<file path="config.mk">
export PLATFORM = sky130hd
export DESIGN_NAME = cpcfg_regs
export DESIGN_NICKNAME = d
export VERILOG_FILES = /design/src/cpcfg_pkg.sv /design/src/cpcfg_sync.sv /design/src/cpcfg_regs.sv
export SDC_FILE = /design/constraint.sdc
export NUM_CORES = 1
export LEC_CHECK = 0
export ABC_CLOCK_PERIOD_IN_PS = 3340
export BUFFER_PORTS_ARGS = -buffer_cell sky130_fd_sc_hd__buf_2
export CORE_MARGIN = 2
export CORE_UTILIZATION = 55
export DETAILED_ROUTE_END_ITERATION = 10
export HOLD_SLACK_MARGIN = 0.12
export PLACE_DENSITY = 0.77
export SYNTH_ARGS = -nofsm -noshare
export SYNTH_HDL_FRONTEND = slang
export SYNTH_SLANG_ARGS = --single-unit
</file>
<file path="constraint.sdc">
create_clock -name ref_clk -period 3.34 [get_ports ref_clk]
set_clock_uncertainty 0.05 [all_clocks]
set_input_delay 0.167 -clock ref_clk [delete_from_list [all_inputs] [get_ports ref_clk]]
set_output_delay 0.167 -clock ref_clk [all_outputs]
set_load 0.1 [all_outputs]
</file>
<file path="src/cpcfg_pkg.sv">
package cpcfg_pkg;

   ////////////////////////////////////////////////////////////////////////////
   // Register offsets on the two-wire bus
   localparam logic [7:0] REG_SWITCH_CFG = 8'h21;
   localparam logic [7:0] REG_MIN_SYS = 8'h22;
   localparam logic [7:0] REG_SYS_LIMIT = 8'h23;
   localparam logic [7:0] REG_BACKUP_SYS = 8'h24;
   localparam logic [7:0] REG_SENSE_STATUS = 8'h30;

   ////////////////////////////////////////////////////////////////////////////
   // Field widths and reset values
   localparam int MIN_SYSTEM_VOLTAGE_W = 3;
   localparam int LEVEL_W = 6;
   localparam int MODE_W = 4;
   localparam int RESULT_W = 2;
   localparam int CV_W = 13;
   localparam int SYNC_W = 6;
   localparam logic [7:0] RST_SWITCH_CFG = 8'h00;
   localparam logic [MIN_SYSTEM_VOLTAGE_W-1:0] RST_MIN_SYS = 3'h5;
   localparam logic [LEVEL_W-1:0] RST_SYS_LIMIT = 6'h0a;
   localparam logic [LEVEL_W-1:0] RST_BACKUP_SYS = 6'h0a;
   localparam logic [MODE_W-1:0] RST_MODE = 4'h0;

   ////////////////////////////////////////////////////////////////////////////
   // Operating modes and voltage scale of the minimum system setting
   localparam logic [MODE_W-1:0] MODE_SENSE_OK = 4'h0;
   localparam int MIN_SYSTEM_VOLTAGE_BASE_MV = 3000;
   localparam int MIN_SYSTEM_VOLTAGE_STEP_MV = 100;
   localparam int CV_MARGIN_MV = 200;

   // Battery switch configuration, bit 7 down to bit 0
   typedef struct packed {
      logic wd_switch_off;
      logic boost_mode_override;
      logic batt_sys_switch_force_off;
      logic remote_sense_detect_enable;
      logic external_switch_control_enable;
      logic unused_2;
      logic battery_removal_mask;
      logic factory_ship_mode;
   } cpcfg_switch_cfg_s;

   // Operating mode change request from the charger core
   typedef struct packed {
      logic valid;
      logic [MODE_W-1:0] mode;
   } cpcfg_mode_req_s;

   typedef enum {
      S_IDLE, S_ADDR, S_AACK, S_PTR, S_PACK, S_WDATA, S_WACK, S_RDATA, S_RACK
   } cpcfg_i2c_state_e;

endpackage : cpcfg_pkg

</file>
<file path="src/cpcfg_sync.sv">
`timescale 1ns/1ns
module cpcfg_sync #(
   parameter int WIDTH = 1
) (
   input wire logic ref_clk,              // System clock
   input wire logic nrst,                 // Async reset, active low
   input wire logic [WIDTH-1:0] async_in, // Signals from outside the clock domain
   output logic [WIDTH-1:0] sync_out      // Synchronised copies
);

   logic [WIDTH-1:0] meta_ff;
   logic [WIDTH-1:0] sync_ff;

   // Two flops; the first one feeds only the second
   always_ff @(posedge ref_clk or negedge nrst)
   begin
      if (!nrst)
      begin
         meta_ff <= '0;
         sync_ff <= '0;
      end
      else
      begin
         meta_ff <= async_in;
         sync_ff <= meta_ff;
      end
   end

   assign sync_out = sync_ff;

endmodule : cpcfg_sync

</file>
<file path="src/cpcfg_regs.sv">
// Operation
// Override permits boost mode despite disconnect high
// Disconnect high without override rejects mode changes
// Force-off bit holds battery switch open
// Remote sense detection only in mode zero
// Detection completion raises battery interrupt
// Detection outcome stored in two-bit status
// Enable bit selects external switch control
// Removal mask suppresses battery removal detection
// Writing one enters factory ship mode
// Removal or charger plug clears ship mode
// Minimum system code three bits, reset five
// Minimum system clamped below termination minus margin
// Input limit level six bits, reset 0x0a
// Backup system level six bits field
// Unused bits read zero, writes ignored
`timescale 1ns/1ns
module cpcfg_regs #(
   parameter logic [6:0] DEV_ADDR = 7'h3c,     // Bus address, value arbitrary
   parameter logic [3:0] MODE_BOOST = 4'h9     // Mode code of boost operation
) (
   input wire logic ref_clk,                                  // 10 MHz clock
   input wire logic nrst,                                     // Async reset, low
   input wire logic scl_in,                                   // Bus clock pin
   input wire logic sda_in,                                   // Bus data pin level
   output logic sda_out,                                      // Bus data drive level
   output logic sda_oe,                                       // Bus data drive enable
   input wire logic battery_disconnect_input,                 // Disconnect pin
   input wire cpcfg_pkg::cpcfg_mode_req_s mode_req,           // Mode change request
   output logic [cpcfg_pkg::MODE_W-1:0] operating_mode,       // Current mode
   output logic mode_change_reject,                           // Request refused pulse
   input wire logic psm_switch_on,                            // State machine switch demand
   input wire logic ext_switch_ctrl,                          // External switch pin
   output logic battery_switch_on,                            // Battery switch closed
   output logic sense_detect_start,                           // Start detection pulse
   input wire logic sense_detect_done,                        // Detection finished
   input wire logic [cpcfg_pkg::RESULT_W-1:0] sense_result,   // Detection outcome
   output logic battery_interrupt,                            // Battery event pulse
   input wire logic battery_removed,                          // Removal comparator pin
   output logic battery_removal_detected,                     // Unmasked removal
   input wire logic charger_input_valid,                      // Valid charger pin
   output logic factory_ship_active,                          // Ship mode requested
   output logic wd_switch_off_en,                             // Watchdog opens switch
   input wire logic [cpcfg_pkg::CV_W-1:0] charge_term_mv,     // Termination voltage mV
   output logic [cpcfg_pkg::MIN_SYSTEM_VOLTAGE_W-1:0] min_system_voltage, // Clamped code
   output logic [cpcfg_pkg::LEVEL_W-1:0] system_input_limit_level, // Mode 1 level
   output logic [cpcfg_pkg::LEVEL_W-1:0] backup_system_level  // Modes 4, 7 level
);
   import cpcfg_pkg::*;

   ////////////////////////////////////////////////////////////////////////////
   // Pin synchronisation and edges
   logic [SYNC_W-1:0] sync_s;
   logic [SYNC_W-1:0] prev_ff;
   logic scl_s, sda_s, disc_s, ext_s, rmv_s, chg_s;

   cpcfg_sync #(.WIDTH(SYNC_W)) u_sync (
      .ref_clk(ref_clk),
      .nrst(nrst),
      .async_in({scl_in, sda_in, battery_disconnect_input, ext_switch_ctrl,
                 battery_removed, charger_input_valid}),
      .sync_out(sync_s)
   );

   assign {scl_s, sda_s, disc_s, ext_s, rmv_s, chg_s} = sync_s;

   // Previous synchronised levels for edge detection
   always_ff @(posedge ref_clk or negedge nrst)
   begin
      if (!nrst)
         prev_ff <= '0;
      else
         prev_ff <= sync_s;
   end

   logic scl_rise, scl_fall, start_det, stop_det, rmv_rise, chg_rise;
   assign scl_rise = scl_s & ~prev_ff[5];
   assign scl_fall = ~scl_s & prev_ff[5];
   assign start_det = scl_s & prev_ff[5] & prev_ff[4] & ~sda_s;
   assign stop_det = scl_s & prev_ff[5] & ~prev_ff[4] & sda_s;
   assign rmv_rise = rmv_s & ~prev_ff[1];
   assign chg_rise = chg_s & ~prev_ff[0];

   ////////////////////////////////////////////////////////////////////////////
   // Register storage
   cpcfg_switch_cfg_s sw_cfg_ff;
   logic [MIN_SYSTEM_VOLTAGE_W-1:0] min_system_voltage_ff, min_system_voltage_eff_ff;
   logic [LEVEL_W-1:0] syslim_ff, backup_ff;
   logic [RESULT_W-1:0] result_ff;
   logic [7:0] rd_data, ptr_ff, wr_addr_ff, wr_data_ff, shift_ff, tx_ff;
   logic wr_en_ff;

   // Highest minimum system code not above termination minus margin
   function automatic logic [MIN_SYSTEM_VOLTAGE_W-1:0] limit_code(input logic [CV_W-1:0] cv);
      int lim;
      logic [MIN_SYSTEM_VOLTAGE_W-1:0] c;
      lim = int'(cv) - CV_MARGIN_MV;
      c = '0;
      for (int k = 0; k < (1 << MIN_SYSTEM_VOLTAGE_W); k++)
         if (lim >= MIN_SYSTEM_VOLTAGE_BASE_MV + k * MIN_SYSTEM_VOLTAGE_STEP_MV)
            c = MIN_SYSTEM_VOLTAGE_W'(k);
      return c;
   endfunction : limit_code

   logic [MIN_SYSTEM_VOLTAGE_W-1:0] lim_code;
   assign lim_code = limit_code(charge_term_mv);

   // Readback mux, unused bits and unmapped offsets read as zero
   // zero unused bits
   always_comb
   begin
      rd_data = 8'h00;
      case (ptr_ff)
         REG_SWITCH_CFG: rd_data = sw_cfg_ff;
         REG_MIN_SYS: rd_data = {5'h00, min_system_voltage_eff_ff};
         REG_SYS_LIMIT: rd_data = {2'h0, syslim_ff};
         REG_BACKUP_SYS: rd_data = {2'h0, backup_ff};
         REG_SENSE_STATUS: rd_data = {6'h00, result_ff};
         default: rd_data = 8'h00;
      endcase
   end

   logic sw_hit;
   assign sw_hit = wr_en_ff && (wr_addr_ff == REG_SWITCH_CFG);

   // Switch configuration; a bus write beats a same-cycle hardware clear
   // enter ship mode
   // self clear ship
   always_ff @(posedge ref_clk or negedge nrst)
   begin
      if (!nrst)
         sw_cfg_ff <= RST_SWITCH_CFG;
      else if (sw_hit)
         sw_cfg_ff <= {wr_data_ff[7:3], 1'b0, wr_data_ff[1:0]};
      else if (rmv_rise || chg_rise)
         sw_cfg_ff.factory_ship_mode <= 1'b0;
   end

   // Level registers; the clamp acts on readback and output, not storage
   // minimum system field
   // input limit field
   // backup level field
   // clamp to limit
   always_ff @(posedge ref_clk or negedge nrst)
   begin
      if (!nrst)
      begin
         min_system_voltage_ff <= RST_MIN_SYS;
         min_system_voltage_eff_ff <= RST_MIN_SYS;
         syslim_ff <= RST_SYS_LIMIT;
         backup_ff <= RST_BACKUP_SYS;
      end
      else
      begin
         if (wr_en_ff && wr_addr_ff == REG_MIN_SYS)
            min_system_voltage_ff <= wr_data_ff[MIN_SYSTEM_VOLTAGE_W-1:0];
         if (wr_en_ff && wr_addr_ff == REG_SYS_LIMIT)
            syslim_ff <= wr_data_ff[LEVEL_W-1:0];
         if (wr_en_ff && wr_addr_ff == REG_BACKUP_SYS)
            backup_ff <= wr_data_ff[LEVEL_W-1:0];
         min_system_voltage_eff_ff <= (min_system_voltage_ff > lim_code) ? lim_code : min_system_voltage_ff;
      end
   end

   ////////////////////////////////////////////////////////////////////////////
   // Operating mode gate
   logic mode_ok;
   // boost despite disconnect
   // reject under disconnect
   assign mode_ok = !disc_s || (sw_cfg_ff.boost_mode_override && mode_req.mode == MODE_BOOST);

   logic [MODE_W-1:0] mode_ff;
   logic reject_ff;
   always_ff @(posedge ref_clk or negedge nrst)
   begin
      if (!nrst)
      begin
         mode_ff <= RST_MODE;
         reject_ff <= 1'b0;
      end
      else
      begin
         reject_ff <= mode_req.valid && !mode_ok;
         if (mode_req.valid && mode_ok)
            mode_ff <= mode_req.mode;
      end
   end

   ////////////////////////////////////////////////////////////////////////////
   // Battery switch and removal
   logic switch_ff, removal_ff;
   always_ff @(posedge ref_clk or negedge nrst)
   begin
      if (!nrst)
      begin
         switch_ff <= 1'b0;
         removal_ff <= 1'b0;
      end
      else
      begin
         // force switch off
         // external control select
         switch_ff <= !sw_cfg_ff.batt_sys_switch_force_off &&
                      (sw_cfg_ff.external_switch_control_enable ? ext_s : psm_switch_on);
         // mask removal detection
         removal_ff <= rmv_s && !sw_cfg_ff.battery_removal_mask;
      end
   end

   ////////////////////////////////////////////////////////////////////////////
   // Remote sense detection; requests outside mode zero are dropped
   logic sense_req, busy_ff, start_ff, irq_ff;
   assign sense_req = sw_hit && wr_data_ff[4];

   // mode zero only
   // completion interrupt
   // store outcome
   always_ff @(posedge ref_clk or negedge nrst)
   begin
      if (!nrst)
      begin
         busy_ff <= 1'b0;
         start_ff <= 1'b0;
         irq_ff <= 1'b0;
         result_ff <= '0;
      end
      else
      begin
         start_ff <= sense_req && !busy_ff && mode_ff == MODE_SENSE_OK;
         irq_ff <= busy_ff && sense_detect_done;
         if (busy_ff && sense_detect_done)
         begin
            busy_ff <= 1'b0;
            result_ff <= sense_result;
         end
         else if (sense_req && mode_ff == MODE_SENSE_OK)
            busy_ff <= 1'b1;
      end
   end

   ////////////////////////////////////////////////////////////////////////////
   // Two-wire slave; data is changed after a falling clock edge, and released at a start or stop
   cpcfg_i2c_state_e state_ff;
   logic [3:0] cnt_ff;
   logic read_ff, drive_ff;

   always_ff @(posedge ref_clk or negedge nrst)
   begin
      if (!nrst)
      begin
         state_ff <= S_IDLE;
         cnt_ff <= 4'h0;
         read_ff <= 1'b0;
         drive_ff <= 1'b0;
         shift_ff <= 8'h00;
         tx_ff <= 8'h00;
         ptr_ff <= 8'h00;
         wr_en_ff <= 1'b0;
         wr_addr_ff <= 8'h00;
         wr_data_ff <= 8'h00;
      end
      else
      begin
         wr_en_ff <= 1'b0;
         if (start_det)
         begin
            state_ff <= S_ADDR;
            cnt_ff <= 4'h0;
            drive_ff <= 1'b0;
         end
         else if (stop_det)
         begin
            state_ff <= S_IDLE;
            drive_ff <= 1'b0;
         end
         else if (scl_rise)
         begin
            case (state_ff)
               S_ADDR, S_PTR, S_WDATA:
               begin
                  shift_ff <= {shift_ff[6:0], sda_s};
                  cnt_ff <= cnt_ff + 4'h1;
               end
               S_RACK: if (sda_s) state_ff <= S_IDLE;
               default: ;
            endcase
         end
         else if (scl_fall)
         begin
            case (state_ff)
               S_ADDR:
                  if (cnt_ff == 4'h8)
                  begin
                     if (shift_ff[7:1] == DEV_ADDR)
                     begin
                        state_ff <= S_AACK;
                        drive_ff <= 1'b1;
                        read_ff <= shift_ff[0];
                     end
                     else
                        state_ff <= S_IDLE;
                  end
               S_AACK, S_RACK:
                  if (read_ff)
                  begin
                     tx_ff <= rd_data;
                     drive_ff <= ~rd_data[7];
                     cnt_ff <= 4'h1;
                     ptr_ff <= ptr_ff + 8'h01;
                     state_ff <= S_RDATA;
                  end
                  else
                  begin
                     drive_ff <= 1'b0;
                     cnt_ff <= 4'h0;
                     state_ff <= S_PTR;
                  end
               S_PTR:
                  if (cnt_ff == 4'h8)
                  begin
                     ptr_ff <= shift_ff;
                     drive_ff <= 1'b1;
                     state_ff <= S_PACK;
                  end
               S_PACK, S_WACK:
               begin
                  drive_ff <= 1'b0;
                  cnt_ff <= 4'h0;
                  state_ff <= S_WDATA;
               end
               S_WDATA:
                  if (cnt_ff == 4'h8)
                  begin
                     wr_en_ff <= 1'b1;
                     wr_addr_ff <= ptr_ff;
                     wr_data_ff <= shift_ff;
                     ptr_ff <= ptr_ff + 8'h01;
                     drive_ff <= 1'b1;
                     state_ff <= S_WACK;
                  end
               S_RDATA:
                  if (cnt_ff == 4'h8)
                  begin
                     drive_ff <= 1'b0;
                     state_ff <= S_RACK;
                  end
                  else
                  begin
                     tx_ff <= {tx_ff[6:0], 1'b0};
                     drive_ff <= ~tx_ff[6];
                     cnt_ff <= cnt_ff + 4'h1;
                  end
               default: ;
            endcase
         end
      end
   end

   ////////////////////////////////////////////////////////////////////////////
   // Outputs
   assign sda_out = 1'b0;
   assign sda_oe = drive_ff;
   assign operating_mode = mode_ff;
   assign mode_change_reject = reject_ff;
   assign battery_switch_on = switch_ff;
   assign sense_detect_start = start_ff;
   assign battery_interrupt = irq_ff;
   assign battery_removal_detected = removal_ff;
   assign factory_ship_active = sw_cfg_ff.factory_ship_mode;
   assign wd_switch_off_en = sw_cfg_ff.wd_switch_off;
   assign min_system_voltage = min_system_voltage_eff_ff;
   assign system_input_limit_level = syslim_ff;
   assign backup_system_level = backup_ff;

endmodule : cpcfg_regs

</file>
==> results of run 1 <==
## registers in the layout (all words and copies together) (netlist names), 6 cells and up
| signal | count |
|---|---|
| backup_system_level | 6 |
| ptr_ff | 8 |
| shift_ff | 8 |
| system_input_limit_level | 6 |
| tx_ff | 7 |
| u_sync.meta_ff | 6 |
| u_sync.sync_out | 6 |
| wr_addr_ff | 8 |
| wr_data_ff | 8 |
## metal layers
layer	vias up	global-route usage (%)	share of wire [%]
met1	2190	33.18	44
met3	24	4.198	5.4
met2	142	40.41	49
met4	0	8.880	1.8
met5	-	0	0
li1	2078	-	-
## logic make-up (layout without fill, tap and decap cells)
family	count (synthesis)	in the layout	share of synthesized area (%)
simple gates	155	155	15.02
compound gates	136	136	17.73
flops	103	103	47.06
mux	55	55	11.20
buf+inv	54	130	4.096
fa+ha+maj	15	15	3.414
xor+xnor	8	8	1.411
other cells	1	1	0.06821
## repair_timing
action,in CTS,in global routing
hold buffers,17,0
resized for setup,0,0
hold endpoints to repair,77,0
## area by class of cell
class,instances,area share (%)
Clock buffer,12,2.306
Sequential cell,103,41.11
Clock inverter,4,0.8547
Multi-Input combinational cell,370,42.66
Tap cell,133,2.644
Inverter,31,1.849
Timing Repair Buffer,83,8.587
## cell usage in the layout, fill, tap and decap left out, types with 5 or more instances in the layout
master / instances
nor4b_1: 5
o21ai_1: 8
buf_2: 55
ha_1: 15
mux2_1: 11
nand2_1: 36
a31oi_1: 9
nor2_1: 34
nor3_1: 9
nor2b_1: 7
mux2_2: 41
clkbuf_8: 10
nand2b_1: 8
buf_4: 10
a21oi_1: 19
nand3_1: 21
o21ai_0: 30
nand4_1: 6
dfrtp_1: 95
o22ai_1: 8
dlygate4sd3_1: 17
dfstp_2: 8
inv_1: 28
## critical path: cells and delay by family
kind	cells	cell delay [ps]
adder cells (fa/ha/maj)	2	500
buffers and inverters	3	420
AND/OR/NAND/NOR	4	960
AO/OA/AOI/OAI	7	1180
## where the power goes
group | switching [mW] | internal [mW]
clock network | 0.415 | 0.370
logic | 0.439 | 0.220
registers | 0.0823 | 1.31
total | 0.937 | 1.90
## final timing paths
check | cells past startpoint | from | end
worst min register to register | 0 | u_sync.meta_ff[5]$_DFF_PN0_ | u_sync.sync_out[5]$_DFF_PN0_
worst min-delay path | 5 | charge_term_mv[12] | min_system_voltage[0]$_DFF_PN1_
min in group asynchronous | 2 | nrst | cnt_ff[3]$_DFFE_PN0P_
worst max register to register | 5 | state_ff[3]$_DFFE_PN0P_ | tx_ff[4]$_DFFE_PN0P_
max in group asynchronous | 3 | nrst | min_system_voltage[0]$_DFF_PN1_
worst max-delay path | 16 | charge_term_mv[3] | min_system_voltage[0]$_DFF_PN1_
## stage by stage
stage	area, um^2	cells	utilization [%]
2_1_floorplan	5498	527	-
3_3_place_gp	5926	703	60.91
3_5_place_dp	5926	703	60.91
4_1_cts	6295	736	64.70
5_1_grt	6295	736	64.70
6_report	6295	736	64.70
==> flow_summary.json, run 1 <==
{
  "clk_pin_slew_ps": 90,
  "overflow": 0,
  "cts_tree": "built",
  "synthArstFlopShare_pct": 100.0,
  "htree_levels": 3,
  "ys.flop_type": "dfrtp_1",
  "syn_to_final_growth_pct": 14.50,
  "cp-end-kind": "flip-flop",
  "synth_fp_nets": 572,
  "ys_top_cells_by_count": "dfrtp_1, mux2_2, nand2_1, nor2_1, o21ai_0",
  "leakage_nw": 2.894,
  "drtIter0Drc": 333,
  "antennaDiodeCount": 0,
  "hold_class": "primary input to flip-flop",
  "yosysWarnings": 0,
  "multiInputGateArea_um2": 2685,
  "pre_cts_ws_ps": 38.31,
  "layout_setup_ws_ps": 329.7,
  "antenna_found_initial": 0,
  "drtPass1Iterations": 5,
  "ant_nets": 0,
  "maxSlewViolCount": 0,
  "drc": 0,
  "die_area_um2": 10810,
  "grt_pass1_wl_um": 21640,
  "maxCapViolCount": 0,
  "synthesis.area_um2": 5498,
  "whs_ps": 240.7,
  "portBuffers": 56,
  "final.fill_count": 787,
  "routedWlPerCell_um": 17.43,
  "worst_slew_pin_slew_ps": 889.5,
  "clockBufferDepth": 2,
  "dp_hpwl_um": 9153,
  "clock-sinks": 103,
  "powerDensity_nw_per_um2": 451.4,
  "postSynthCellCount": 527,
  "regArea_um2": 2587,
  "worstSetupStartpointType": "primary input",
  "core_area_um2": 9729,
  "slowest_stage": "or4_4",
  "r2r_slack_ps": 840,
  "synth_top_area_cell": "dfrtp_1",
  "synth.top_cell.area_share_pct": 43.24,
  "die_x_um": 104.0,
  "hold_viol": 0,
  "setup_violations": 0,
  "layout_min_cycle_time_ps": 3010,
  "vias": 4434,
  "max_slew_margin_pct": 40.24,
  "required_ps": 3570,
  "die_y_um": 104.0,
  "ys_seq_area_share_pct": 47.06,
  "insertion_delay_ps": 380,
  "synthTopCellsByArea": "dfrtp_1, mux2_2, dfstp_2, ha_1, o21ai_0",
  "yosysUniqueCellTypes": 82,
  "worstSetupPathType": "primary input to flip-flop",
  "track_usage_pct": 24.65,
  "gp_routability_congestion": 0.8770,
  "outcome": "complete, no violations",
  "grt_max_degree": 63,
  "period_share_pct": 90.13,
  "syn_area_per_cell_um2": 10.43,
  "drt_wl_total_um": 12830,
  "cpPeakStageDelay_ps": 560,
  "cts_root_buf": "clkbuf_8",
  "synth_seq_cells": 103,
  "cts_setup_buffers": 0,
  "p_total_mw": 2.842,
  "first_global_vias": 4336,
  "timing.fmax_mhz": 332.2,
  "crit_fanout": 7,
  "grt_setup_unrepaired": "no",
  "cts_buffers": 9,
  "synth_edf_count": 0,
  "rows": 36,
  "io_pins": 58,
  "yosys.cell_count.top_type": "dfrtp_1",
  "arrival_ps": 3240,
  "nNetsFinal": 643,
  "drive_gt1_share_pct": 24.54,
  "start_util_pct": 56.51,
  "vdd_ir_drop_max_mv": 0.3581,
  "fin_setup_tns_ps": 0,
  "vias_per_cell": 6.024,
  "path_cells": "buf_2 -> inv_1 -> ha_1 -> nor2b_1 -> or4_4 -> o31ai_4 -> o2111ai_1 -> a21boi_1 -> nor2_1 -> ha_1 -> nor2b_1 -> o21a_1 -> o21ai_1 -> buf_4 -> o41ai_1 -> a21oi_1"
}
No activity file was read; power rests on OpenSTA's default activity.
==> run 2, diff against run 1 <==
--- a/config.mk
+++ b/config.mk
@@ -9,6 +9,7 @@
 export BUFFER_PORTS_ARGS = -buffer_cell sky130_fd_sc_hd__buf_2
 export CORE_MARGIN = 2
 export CORE_UTILIZATION = 55
+export CTS_BUF_LIST = sky130_fd_sc_hd__clkbuf_2 sky130_fd_sc_hd__clkbuf_4 sky130_fd_sc_hd__clkbuf_8
 export DETAILED_ROUTE_END_ITERATION = 10
 export HOLD_SLACK_MARGIN = 0.12
 export PLACE_DENSITY = 0.77
==> run 2 against run 1 <==
  * Flip-flop and latch count did not move
  * Utilization rose by 0.077 points
  * First-iteration DRC count shrank 2.7%
  * Power is 0.64% higher
  * Design area up 0.12%
  * Sequential share of layout area about the same
  * Highest routed layer unchanged
  * Critical endpoint unchanged
  * Largest cell class unchanged
==> flow_summary.json, run 2 (synthesis results as in run 1) <==
{
  "start_util_pct": 56.51,
  "clock-sinks": 103,
  "io_pins": 58,
  "core_area_um2": 9729,
  "clockBufferDepth": 2,
  "antennaDiodeCount": 0,
  "vias": 4460,
  "final_common_cell": "dfrtp_1",
  "clk_pin_slew_ps": 90,
  "worstSetupStartpointType": "primary input",
  "cts_buffers": 9,
  "cts_tree": "built",
  "cts_root_buf": "clkbuf_8",
  "design_area_um2": 6302,
  "worst_slew_pin_slew_ps": 872.7,
  "period_share_pct": 89.00,
  "final.fill_count": 787,
  "first_global_vias": 4338,
  "maxCapViolCount": 0,
  "regArea_um2": 2587,
  "cts_resized": 0,
  "setup_violations": 0,
  "htree_levels": 3,
  "vdd_ir_drop_max_mv": 0.3571,
  "arrival_ps": 3220,
  "die_x_um": 104.0,
  "required_ps": 3580,
  "dpl_cell_area_um2": 5926,
  "ant_nets": 0,
  "nNetsFinal": 643,
  "drt_wl_total_um": 12790,
  "multiInputGateArea_um2": 2685,
  "track_usage_pct": 24.58,
  "portBuffers": 56,
  "dp_hpwl_um": 9153,
  "max_slew_margin_pct": 41.37,
  "die_y_um": 104.0,
  "drtPass1Iterations": 5,
  "grt_max_degree": 63,
  "maxSlewViolCount": 0,
  "powerDensity_nw_per_um2": 453.8,
  "layout_min_cycle_time_ps": 2973,
  "grt_setup_unrepaired": "no",
  "gp_routability_congestion": 0.8770,
  "drive_gt1_share_pct": 24.88,
  "drc": 0,
  "vias_per_cell": 6.060,
  "rows": 36,
  "routedWlPerCell_um": 17.38,
  "antenna_found_initial": 0,
  "die_area_um2": 10810,
  "timing.fmax_mhz": 336.4,
  "leakage_nw": 2.901,
  "overflow": 0,
  "p_total_mw": 2.860,
  "worstSetupPathType": "primary input to flip-flop",
  "final_cell_mix": "dfrtp_1, buf_2, mux2_2, nand2_1, nor2_1",
  "hold_class": "primary input to flip-flop",
  "insertion_delay_ps": 380,
  "cp-end-kind": "flip-flop",
  "hold_viol": 0,
  "grt_pass1_wl_um": 21590,
  "syn_to_final_growth_pct": 14.63,
  "outcome": "complete, no violations",
  "fin_setup_tns_ps": 0,
  "crit_fanout": 7,
  "drtIter0Drc": 324
}
==> run 2: per-stage QoR <==
| stage | hold slack, ps | worst slack (ps) | cells | util [%] |
|---|---|---|---|---|
| floorplan | -178.6 | 444.1 | 527 | - |
| detailed placement | 226.7 | 38.31 | 703 | 60.91 |
| finish | 234.5 | 367.5 | 736 | 64.78 |
| global placement | 225.1 | 183.3 | 703 | 60.91 |
| global route | 270.5 | 230.2 | 736 | 64.78 |
| CTS | 209.0 | 444.1 | 736 | 64.78 |
==> run 2: per-layer routing <==
metal,GRT usage (%),part of all wire (%),vias up
li1,-,-,2076
met5,0,0,-
met1,32.88,44,2199
met4,10.33,2.6,0
met2,39.66,48,152
met3,4.386,5.4,33
==> run 2: repair_timing <==
| action | in CTS | in global routing |
|---|---|---|
| hold endpoints to repair | 77 | 0 |
| hold buffers | 17 | 0 |
| buffers inserted | 0 | 0 |
==> run 2: layout make-up <==
cell class	count	share of cell area [%]
multi-input combinational	370	42.60
sequential	103	41.06
tap	133	2.640
clock buffer	12	2.422
timing repair buffer	83	8.577
clock inverter	4	0.8537
inverter	31	1.846
==> run 2: path summary, 6_finish.rpt <==
kind | start | endpoint | slack [ps] | cells past startpoint
worst max-delay path | charge_term_mv[3] | min_system_voltage[0]$_DFF_PN1_ | 370 | 16
worst min-delay path | charge_term_mv[12] | min_system_voltage[0]$_DFF_PN1_ | 230 | 5
worst max register to register | state_ff[3]$_DFFE_PN0P_ | tx_ff[4]$_DFFE_PN0P_ | 840 | 5
worst min register to register | u_sync.meta_ff[5]$_DFF_PN0_ | u_sync.sync_out[5]$_DFF_PN0_ | 300 | 0
max in group asynchronous | nrst | min_system_voltage[2]$_DFF_PN1_ | 2110 | 3
min in group asynchronous | nrst | cnt_ff[3]$_DFFE_PN0P_ | 360 | 2
==> run 2: power by group <==
group,switching [mW],internal (mW),leakage (nW)
Combinational,0.441,0.220,1.45
Sequential,0.0822,1.31,1.35
Clock,0.415,0.386,0.100
Total,0.939,1.92,2.90
==> run 2: critical path: stages <==
cell and delay (ps):
buf_2 170, inv_1 100, ha_1 210, nor2b_1 180, or4_4 560, o31ai_4 220, o2111ai_1 130, a21boi_1 250
nor2_1 80, ha_1 290, nor2b_1 140, o21a_1 120, o21ai_1 50, buf_4 160, o41ai_1 310, a21oi_1 70
==> run 3, diff against run 2 <==
--- a/config.mk
+++ b/config.mk
@@ -5,12 +5,12 @@
 export SDC_FILE = /design/constraint.sdc
 export NUM_CORES = 1
 export LEC_CHECK = 0
-export ABC_CLOCK_PERIOD_IN_PS = 3340
 export BUFFER_PORTS_ARGS = -buffer_cell sky130_fd_sc_hd__buf_2
 export CORE_MARGIN = 2
 export CORE_UTILIZATION = 55
 export CTS_BUF_LIST = sky130_fd_sc_hd__clkbuf_2 sky130_fd_sc_hd__clkbuf_4 sky130_fd_sc_hd__clkbuf_8
 export DETAILED_ROUTE_END_ITERATION = 10
+export GPL_TIMING_DRIVEN = 0
 export HOLD_SLACK_MARGIN = 0.12
 export PLACE_DENSITY = 0.77
 export SYNTH_ARGS = -nofsm -noshare
==> run 3 against run 2 <==
  * Utilization is 0.26 points higher
  * Via count is 2.1% higher
  * Clock power is 5.7% lower
  * Die area stayed put
  * Critical path depth is 1 lower
  * Sequential power hardly changed
  * Hold slack worse by 41 ps
  * Design area is 0.40% higher
  * Critical endpoint unchanged
  * Largest cell class unchanged
==> flow_summary.json, run 3 (synthesis results as in run 1) <==
{
  "cts_root_buf": "clkbuf_8",
  "htree_levels": 3,
  "dp_hpwl_um": 9305,
  "outcome": "complete, no violations",
  "dpl_cell_area_um2": 5964,
  "drtPass1Iterations": 7,
  "gp_routability_congestion": 0.8912,
  "final_common_cell": "dfrtp_1",
  "clockBufferDepth": 2,
  "setup_violations": 0,
  "worstSetupStartpointType": "primary input",
  "ant_nets": 0,
  "hold_viol": 0,
  "drive_gt1_share_pct": 24.55,
  "p_comb_share_pct": 24.4,
  "start_util_pct": 56.51,
  "worst_slew_pin_slew_ps": 1073,
  "final_cell_mix": "dfrtp_1, buf_2, mux2_2, nand2_1, nor2_1",
  "portBuffers": 54,
  "die_area_um2": 10810,
  "critPathBufInv": 2,
  "cp-end-kind": "flip-flop",
  "die_x_um": 104.0,
  "period_share_pct": 91.74,
  "powerDensity_nw_per_um2": 446.1,
  "maxSlewViolCount": 0,
  "required_ps": 3590,
  "hold_class": "primary input to asynchronous set/reset pin",
  "first_global_vias": 4504,
  "p_clk_share_pct": 26.8,
  "drc": 0,
  "grt_setup_unrepaired": "no",
  "syn_to_final_growth_pct": 15.09,
  "grt_max_degree": 78,
  "vias_per_cell": 6.088,
  "maxCapViolCount": 0,
  "leakage_nw": 2.921,
  "drtIter0Drc": 314,
  "cts_buffers": 9,
  "reg2reg_from": "cnt_ff[0]$_DFFE_PN0P_",
  "cts_tree": "built",
  "slowest_stage": "or4_4",
  "worstSetupPathType": "primary input to flip-flop",
  "cts_setup_buffers": 0,
  "path_cells": "buf_2 -> inv_1 -> ha_1 -> nand2_1 -> or4_4 -> o31ai_4 -> o2111ai_1 -> a21boi_1 -> nor2_1 -> ha_1 -> nor2b_1 -> o21a_1 -> o21ai_2 -> a41oi_1 -> a21oi_1",
  "io_pins": 58,
  "vdd_ir_drop_max_mv": 0.2608,
  "p_seq_share_pct": 48.8,
  "timing.fmax_mhz": 326.4,
  "insertion_delay_ps": 370,
  "p_switching_mw": 0.9833,
  "grt_pass1_wl_um": 21850,
  "internal-power_mw": 1.840,
  "arrival_ps": 3320,
  "crit_top_cell": "ha_1",
  "track_usage_pct": 24.59,
  "critical_path.startpoint": "charge_term_mv[3]",
  "drt_wl_total_um": 12840,
  "design_area_um2": 6327,
  "p_total_mw": 2.823,
  "routedWlPerCell_um": 17.16,
  "core_area_um2": 9729,
  "p_sw_share_pct": 34.83,
  "cp_top_family": "compound AO/OA/AOI/OAI gates",
  "vias": 4554,
  "antennaDiodeCount": 0,
  "max_slew_margin_pct": 28.30,
  "dp.cells": 715,
  "cpPeakStageDelay_ps": 500,
  "rows": 36,
  "clock-sinks": 103,
  "final_util_pct": 65.03,
  "crit_fanout": 7,
  "stdcell_count": 748,
  "clk_pin_slew_ps": 110,
  "antenna_found_initial": 0,
  "layout_min_cycle_time_ps": 3064,
  "overflow": 0,
  "die_y_um": 104.0,
  "nNetsFinal": 655
}
run 3: changes by cell type in the layout (fill, tap and decap cells not counted), sizes merged:
cell      previous run  this run
clkinv               0         1
inv                 32        36
clkbuf              12        22
clkinvlp             2         0
bufinv               1         0
run 3: path summary, 6_finish.rpt:
kind                            slack (ps)                                 end  cells past startpoint
worst max register to register         930               cnt_ff[1]$_DFFE_PN0P_                      9
worst min register to register         310        u_sync.sync_out[2]$_DFF_PN0_                      0
worst max-delay path                   280     min_system_voltage[0]$_DFF_PN1_                     15
worst min-delay path                   190             state_ff[0]$_DFFE_PN0P_                      2
max in group asynchronous             2330  backup_system_level[1]$_DFFE_PN1P_                      3
min in group ref_clk                   290     min_system_voltage[0]$_DFF_PN1_                      5
run 3: cell type report:
cell class,count,area (um^2)
sequential,103,2587
fill,803,3402
multi-input combinational,370,2689
clock inverter,6,57.56
buffer,23,108.9
inverter,31,116.4
tap,133,166.4
timing repair buffer,72,470.5
clock buffer,10,131.4
run 3: stage by stage:
| step | setup TNS [ps] | setup WS, ps | hold WS, ps |
|---|---|---|---|
| 2_1_floorplan | 0 | 444.1 | -178.6 |
| 3_3_place_gp | -120.3 | -71.61 | 225.6 |
| 3_5_place_dp | -444.6 | -203.2 | 63.32 |
| 4_1_cts | 0 | 191.7 | 203.3 |
| 5_1_grt | 0 | 71.09 | 231.7 |
| 6_report | 0 | 276.0 | 193.7 |
run 3: timing repair:
item,4_1_cts,5_1_grt
hold buffers,17,0
resized for setup,0,1
endpoints found under the setup margin,0,2
hold endpoints to repair,111,0
run 3: power by group through the flow:
stage / sequential (mW) / clock, mW / combinational (mW)
after floorplan: 1.51 / 0 / 0.365
after global placement: 1.39 / 0 / 0.646
after detailed placement: 1.40 / 0 / 0.667
after CTS: 1.38 / 0.779 / 0.683
after global routing: 1.39 / 0.829 / 0.755
final: 1.38 / 0.756 / 0.690
run 3: layer usage:
layer,up-vias,share of wire (%),GRT usage (%)
met1,2248,43,31.76
met4,0,3.1,9.846
met2,151,49,41.73
met5,-,0,0
met3,39,4.6,3.634
li1,2116,-,-
